$ cat src/rtl/smew_pkg.sv
// Package of constants and types for the static memory external wait block.
`default_nettype none
package smew_pkg;
  localparam int        CS_NUM        = 4;
  localparam int        CNT_W         = 6;
  localparam logic [1:0] WAIT_DISABLED = 2'h0;
  localparam logic [1:0] WAIT_RSVD     = 2'h1;
  localparam logic [1:0] WAIT_FROZEN   = 2'h2;
  localparam logic [1:0] WAIT_READY    = 2'h3;
  localparam logic [1:0] WAIT_MODE_RST = 2'h0;
  localparam logic       STROBE_IDLE   = 1'b1;
  localparam logic [5:0] CNT_RST       = 6'h00;
  localparam int        SYNC_STAGES   = 2;

  typedef enum logic [1:0] {
    SMEW_IDLE,
    SMEW_SETUP,
    SMEW_PULSE,
    SMEW_HOLD
  } smew_phase_type;
endpackage
`default_nettype wire

$ cat src/rtl/smew_sync.sv
// Two-stage synchroniser for the active-low external wait pin.
`default_nettype none
module smew_sync (
  input  wire logic clk,
  input  wire logic rst,
  input  wire logic asyncIn,
  output logic      syncOut
);
  logic meta_q;
  logic meta_d;
  logic sync_q;
  logic sync_d;

  always_comb begin
    meta_d = asyncIn;
    sync_d = meta_q;
  end

  // Resets to the inactive (high) level so a stalled pin at reset does not freeze.
  always_ff @(posedge clk or posedge rst) begin
    if (rst) begin
      meta_q <= 1'b1;
      sync_q <= 1'b1;
    end else begin
      meta_q <= meta_d;
      sync_q <= sync_d;
    end
  end

  assign syncOut = sync_q;
endmodule
`default_nettype wire

$ cat src/rtl/smew_access.sv
// Access sequencer of the static memory controller with external wait handling.
//
// Contract
// - Wait pin stretches accesses only when the chip select mode is frozen or ready.
// - Disabled wait mode ignores the wait pin entirely.
// - Wait stalls relative to the controlling strobe chosen by read or write mode.
// - Synchronised wait is sampled only during the strobe pulse phase.
// - Wait asserted outside the sampling window has no effect.
// - Wait is active low and synchronised before use.
// - Frozen mode stops all counters and holds every control output.
// - On release, the access resumes from the exact phase and count.
`default_nettype none
module smew_access #(
  parameter int CS_NUM = smew_pkg::CS_NUM,
  parameter int CNT_W  = smew_pkg::CNT_W
) (
  input  wire logic                      clk,
  input  wire logic                      rst,
  input  wire logic                      extWaitN,
  input  wire logic [2*CS_NUM-1:0]       waitModeSel,
  input  wire logic [CS_NUM-1:0]         readNcsCtrl,
  input  wire logic [CS_NUM-1:0]         writeNcsCtrl,
  input  wire logic                      accReq,
  input  wire logic                      accWrite,
  input  wire logic [$clog2(CS_NUM)-1:0] accCs,
  input  wire logic [CNT_W-1:0]          setupCycles,
  input  wire logic [CNT_W-1:0]          pulseCycles,
  input  wire logic [CNT_W-1:0]          holdCycles,
  output logic                           accBusy,
  output logic                           accDone,
  output logic                           accStalled,
  output logic [CS_NUM-1:0]              chipSelN,
  output logic                           readStrobeN,
  output logic                           writeStrobeN
);

  ////////////////////////////////////////////////////////////////////////////
  // Wait input conditioning.

  logic waitSyncN;

  smew_sync u_sync (
    .clk    (clk),
    .rst    (rst),
    .asyncIn(extWaitN),
    .syncOut(waitSyncN)
  );

  ////////////////////////////////////////////////////////////////////////////
  // Sequencer state.

  smew_pkg::smew_phase_type phase_q;
  smew_pkg::smew_phase_type phase_d;
  logic [CNT_W-1:0]          cnt_q;
  logic [CNT_W-1:0]          cnt_d;
  logic                      write_q;
  logic                      write_d;
  logic [$clog2(CS_NUM)-1:0] cs_q;
  logic [$clog2(CS_NUM)-1:0] cs_d;
  logic [CNT_W-1:0]          pulse_q;
  logic [CNT_W-1:0]          pulse_d;
  logic [CNT_W-1:0]          hold_q;
  logic [CNT_W-1:0]          hold_d;
  logic [1:0]                mode_q;
  logic [1:0]                mode_d;
  logic                      ncsCtrl_q;
  logic                      ncsCtrl_d;
  logic                      done_q;
  logic                      done_d;
  logic                      stall_q;
  logic                      stall_d;
  logic [CS_NUM-1:0]         csN_q;
  logic [CS_NUM-1:0]         csN_d;
  logic                      rdN_q;
  logic                      rdN_d;
  logic                      wrN_q;
  logic                      wrN_d;
  logic                      waitOn;
  logic                      freeze;
  logic [1:0]                reqMode;

  always_comb begin
    reqMode = waitModeSel[2*accCs +: 2];
  end

  // Only the frozen and ready encodings honour the pin; ready is treated like
  // frozen here because its distinct behaviour is not defined for this block.
  always_comb begin
    waitOn = (mode_q == smew_pkg::WAIT_FROZEN) || (mode_q == smew_pkg::WAIT_READY);
    // The freeze is evaluated only in the pulse phase of the controlling strobe;
    // with NCS control the chip select pulse is the same phase window.
    freeze = waitOn && (phase_q == smew_pkg::SMEW_PULSE) && !waitSyncN;
  end

  always_comb begin
    phase_d   = phase_q;
    cnt_d     = cnt_q;
    write_d   = write_q;
    cs_d      = cs_q;
    pulse_d   = pulse_q;
    hold_d    = hold_q;
    mode_d    = mode_q;
    ncsCtrl_d = ncsCtrl_q;
    done_d    = 1'b0;
    stall_d   = freeze;
    csN_d     = csN_q;
    rdN_d     = rdN_q;
    wrN_d     = wrN_q;
    if (freeze) begin
      // Everything holds; there is deliberately no timeout counter.
      phase_d = phase_q;
    end else begin
      case (phase_q)
        smew_pkg::SMEW_IDLE: begin
          if (accReq) begin
            write_d   = accWrite;
            cs_d      = accCs;
            pulse_d   = pulseCycles;
            hold_d    = holdCycles;
            mode_d    = reqMode;
            ncsCtrl_d = accWrite ? writeNcsCtrl[accCs] : readNcsCtrl[accCs];
            cnt_d     = setupCycles;
            phase_d   = smew_pkg::SMEW_SETUP;
            csN_d     = {CS_NUM{1'b1}};
            if (ncsCtrl_d == 1'b0) begin
              csN_d[accCs] = 1'b0;
            end
          end
        end
        smew_pkg::SMEW_SETUP: begin
          if (cnt_q == '0) begin
            phase_d      = smew_pkg::SMEW_PULSE;
            cnt_d        = pulse_q;
            csN_d[cs_q]  = 1'b0;
            rdN_d        = write_q;
            wrN_d        = !write_q;
          end else begin
            cnt_d = cnt_q - CNT_W'(1);
          end
        end
        smew_pkg::SMEW_PULSE: begin
          // Resumes here with the counter value kept through the stall.
          if (cnt_q == '0) begin
            phase_d = smew_pkg::SMEW_HOLD;
            cnt_d   = hold_q;
            rdN_d   = smew_pkg::STROBE_IDLE;
            wrN_d   = smew_pkg::STROBE_IDLE;
            if (ncsCtrl_q) begin
              csN_d = {CS_NUM{1'b1}};
            end
          end else begin
            cnt_d = cnt_q - CNT_W'(1);
          end
        end
        smew_pkg::SMEW_HOLD: begin
          if (cnt_q == '0) begin
            phase_d = smew_pkg::SMEW_IDLE;
            csN_d   = {CS_NUM{1'b1}};
            done_d  = 1'b1;
          end else begin
            cnt_d = cnt_q - CNT_W'(1);
          end
        end
        default: begin
          phase_d = smew_pkg::SMEW_IDLE;
          csN_d   = {CS_NUM{1'b1}};
          rdN_d   = smew_pkg::STROBE_IDLE;
          wrN_d   = smew_pkg::STROBE_IDLE;
        end
      endcase
    end
  end

  always_ff @(posedge clk or posedge rst) begin
    if (rst) begin
      phase_q   <= smew_pkg::SMEW_IDLE;
      cnt_q     <= smew_pkg::CNT_RST;
      write_q   <= 1'b0;
      cs_q      <= '0;
      pulse_q   <= smew_pkg::CNT_RST;
      hold_q    <= smew_pkg::CNT_RST;
      mode_q    <= smew_pkg::WAIT_MODE_RST;
      ncsCtrl_q <= 1'b0;
      done_q    <= 1'b0;
      stall_q   <= 1'b0;
      csN_q     <= {CS_NUM{1'b1}};
      rdN_q     <= smew_pkg::STROBE_IDLE;
      wrN_q     <= smew_pkg::STROBE_IDLE;
    end else begin
      phase_q   <= phase_d;
      cnt_q     <= cnt_d;
      write_q   <= write_d;
      cs_q      <= cs_d;
      pulse_q   <= pulse_d;
      hold_q    <= hold_d;
      mode_q    <= mode_d;
      ncsCtrl_q <= ncsCtrl_d;
      done_q    <= done_d;
      stall_q   <= stall_d;
      csN_q     <= csN_d;
      rdN_q     <= rdN_d;
      wrN_q     <= wrN_d;
    end
  end

  ////////////////////////////////////////////////////////////////////////////
  // Outputs, all straight from flip-flops.

  logic busy_q;
  logic busy_d;

  always_comb begin
    busy_d = (phase_d != smew_pkg::SMEW_IDLE);
  end

  always_ff @(posedge clk or posedge rst) begin
    if (rst) begin
      busy_q <= 1'b0;
    end else begin
      busy_q <= busy_d;
    end
  end

  assign accBusy      = busy_q;
  assign accDone      = done_q;
  assign accStalled   = stall_q;
  assign chipSelN     = csN_q;
  assign readStrobeN  = rdN_q;
  assign writeStrobeN = wrN_q;

endmodule
`default_nettype wire

$ cat config.mk
export PLATFORM = sky130hd
export DESIGN_NAME = smew_access
export DESIGN_NICKNAME = d
export VERILOG_FILES = /design/src/rtl/smew_pkg.sv /design/src/rtl/smew_sync.sv /design/src/rtl/smew_access.sv
export SDC_FILE = /design/constraint.sdc
export NUM_CORES = 1
export LEC_CHECK = 0
export BUFFER_PORTS_ARGS = -buffer_cell sky130_fd_sc_hd__buf_2
export CAP_MARGIN = 30
export CORE_ASPECT_RATIO = 0.8
export CORE_MARGIN = 2
export CORE_UTILIZATION = 55
export CTS_BUF_LIST = sky130_fd_sc_hd__clkbuf_8
export CTS_CLUSTER_DIAMETER = 80
export DETAILED_ROUTE_END_ITERATION = 6
export PLACE_DENSITY = 0.84
export REMOVE_ABC_BUFFERS = 1
export SYNTH_ARGS = -nofsm -noshare
export SYNTH_HDL_FRONTEND = slang
export SYNTH_HIERARCHICAL = 1
export SYNTH_SLANG_ARGS = --single-unit
export TNS_END_PERCENT = 50
$ cat constraint.sdc
create_clock -name clk -period 4.4 [get_ports clk]
set_input_delay 0.88 -clock clk [delete_from_list [all_inputs] [get_ports clk]]
set_output_delay 0.88 -clock clk [all_outputs]
set_load 0.01 [all_outputs]
==> results.ini <==
[power]
pwr-share-seq_pct=42.9
internal-power_uw=904
switching_share_pct=36.2
clockPowerShare_pct=22.7
switchingPower_uw=513
pwr_density_cell_mw_per_mm2=617
p_total_mw=1.42
ir_drop_uv=292
leakagePower_nw=1.08
p_comb_share_pct=34.4

[synth]
yosys.area_share.xor_xnor_pct=0.895
synth.mux.area_fraction_pct=4.54
ys_async_sr_fraction_pct=100
synth_top_family_by_area=simple AND/OR/NAND/NOR gates
ys_warn_count=6
synth_area_leader_cell=dfrtp_1
ys_types=53
yosysSeqAreaShare_pct=46.5
netlist_area_sq_mm=0.00196
synthFlopType=dfrtp_1
synth-edff-count=0
ys_seq_elements=36
synth_top_area_share_pct=35.8
synthAdderAreaFrac_pct=1.28
avgSynthCellArea_sq_um=9.51
synth-simple-area-share_pct=22.7
synth_area_leaders=dfrtp_1, dfstp_2, nand2_1
synth_compound_area_share_pct=18.0
synth_cells=206

[worst_setup_path]
r2r_cells=6
worstSetupEndpoint=cnt_q[3]$_DFFE_PP0P_
rr_endpoint=cnt_q[3]$_DFFE_PP0P_
crit_type=reg -> reg
r2r_start=cnt_q[0]$_DFFE_PP0P_
cp-startpoint=cnt_q[0]$_DFFE_PP0P_
startpoint_type=flip-flop
cp_data_arrival_time_ps=2270
rrSetupSlack_ps=2300
critical_path_peak_fanout=9
end_kind=flip-flop
cp_slowest_stage_delay_ps=490
worstPathRequired_ps=4570
path_cells=inv_1 -> ha_1 -> nor2b_1 -> nand3_1 -> a221oi_1 -> o31ai_1
slowest_stage=nor2b_1

[die]
pin_count=50
fp.dieW_um=70.7
core_sq_mm=0.00342
die_h_um=57.4
initial_utilization_pct=57.2
rows=19
die_area_sq_mm=0.00406

[global_route]
grt_pass1_wl_um=7130
grt_pass1_vias=1520
grt_antenna_before_repair=0
grt_use_total_pct=23.0
overflow=0
grt_max_degree=35

[detailed_routing]
via_per_inst=5.81
wl_um=4310
drc=0
drt-pass1-iter-count=4
drt_iter0_drc=186
post_drt_wl_per_cell_um=14.9
ant_nets=0
via_count=1680

[timing]
finalCritPeriodShare_pct=47.6
finClkSkew_ps=6.10
rsz0062_at_grt=no
setup_violations=0
worstMarginPinSlew_ps=618
slew_viol_final=0
max_freq_mhz=477
hold_viol=0
slew_headroom_pct=58.8
period_needed_ps=2100
setup-tns-final_ps=0
setup_slack_ps=2300

[placement]
io_buffers=45
hpwl_um=3090
place_inst=281
routabilityCongestion=0.926
dp_slack_ps=2050

[clock_tree]
ctsHoldBuffers=0
clkTransAtPathRegs_ps=70
cts_setup_buffers=0
clock_path_buffers=2
cts_buffers=5
clock-sinks=36
cts_tree=done
cts.repair.resized=0
cts_htree_levels=2
clk_latency_ps=300
clock-root-buffer=clkbuf_8

[final_layout]
syn_to_final_growth_pct=17.3
drive_gt1_share_pct=31.6
final_cell_mix=nand2_1, buf_2, dfrtp_1
final_cells=289
final_common_cell=nand2_1
fin_nets=289
antenna_cells=0

[job]
cap_violations=0

[min_path]
holdPathStages=0
hold_path.class=reg -> reg

[outcome]
status=complete, no violations

cell families after synthesis:
kind of cell | count (synthesis)
adders and majority gates | 2
and+or+nand+nor | 93
AOI/OAI and AO/OA | 46
muxes | 5
DFF | 36
xor gates and xnor gates | 2
buffers and inverters | 22
metal layers:
metal	track usage, %	share of wire, %
met1	32.8	46
met2	32.3	45
met3	8.13	6.9
met4	8.89	2.2
met5	0	0
cells in the mapped netlist, types with 3 or more instances:
library cell / instances
a21oi_1: 5
a221oi_1: 3
a41o_1: 3
buf_6: 3
clkbuf_1: 7
dfrtp_1: 28
dfstp_2: 8
inv_1: 7
mux4_2: 3
nand2_1: 52
nand2b_1: 4
nand3_1: 5
nor2_1: 9
nor2b_1: 3
nor3_1: 3
o211ai_1: 3
o21ai_0: 10
o31ai_1: 4
or2_2: 4
through the flow:
| stage | hold WS [ps] | utilization, % | instance area (sq um) |
|---|---|---|---|
| 2_1_floorplan | 345 | - | 1880 |
| 3_3_place_gp | 346 | 63.4 | 2170 |
| 3_5_place_dp | 348 | 63.4 | 2170 |
| 4_1_cts | 359 | 67.1 | 2300 |
| 5_1_grt | 361 | 67.1 | 2300 |
| 6_report | 360 | 67.1 | 2300 |
state kept, by name (all words and copies together) (netlist names), 2 cells and up:
register / count
chipSelN: 4
cnt_q: 6
cs_q: 2
hold_q: 6
phase_q: 2
pulse_q: 6
cell type report:
class / instances / area [sq um]
Clock buffer: 7 / 96.3
Clock inverter: 1 / 30.0
Fill cell: 287 / 1130
Inverter: 9 / 46.3
Multi-Input combinational cell: 148 / 927
Sequential cell: 36 / 911
Tap cell: 42 / 52.6
Timing Repair Buffer: 46 / 233
worst min-delay path by stage:
stage / endpoint / slack [ps] / startpoint
4_1_cts: u_sync/syncOut$_DFF_PP1_ / 360 / u_sync/meta_q$_DFF_PP1_
2_1_floorplan: u_sync/syncOut$_DFF_PP1_ / 350 / u_sync/meta_q$_DFF_PP1_
5_1_grt: u_sync/syncOut$_DFF_PP1_ / 360 / u_sync/meta_q$_DFF_PP1_
3_3_place_gp: u_sync/syncOut$_DFF_PP1_ / 350 / u_sync/meta_q$_DFF_PP1_
3_5_place_dp: u_sync/syncOut$_DFF_PP1_ / 350 / u_sync/meta_q$_DFF_PP1_
6_report: u_sync/syncOut$_DFF_PP1_ / 360 / u_sync/meta_q$_DFF_PP1_
worst max-delay path, delay by kind of cell, from the launching register on:
family | cells | cell delay, ps
AND/OR/NAND/NOR | 2 | 730
AO/OA/AOI/OAI | 2 | 560
flip-flops | 1 | 400
buffers and inverters | 1 | 90
adder cells (fa/ha/maj) | 1 | 180
power by group through the flow:
stage / logic [mW] / clock network [mW] / registers [mW]
floorplan: 0.358 / 0 / 0.586
global placement: 0.464 / 0 / 0.608
detailed placement: 0.481 / 0 / 0.611
CTS: 0.487 / 0.324 / 0.606
global route: 0.546 / 0.342 / 0.627
finish: 0.487 / 0.322 / 0.608
Power figures use the tool's default switching activity.
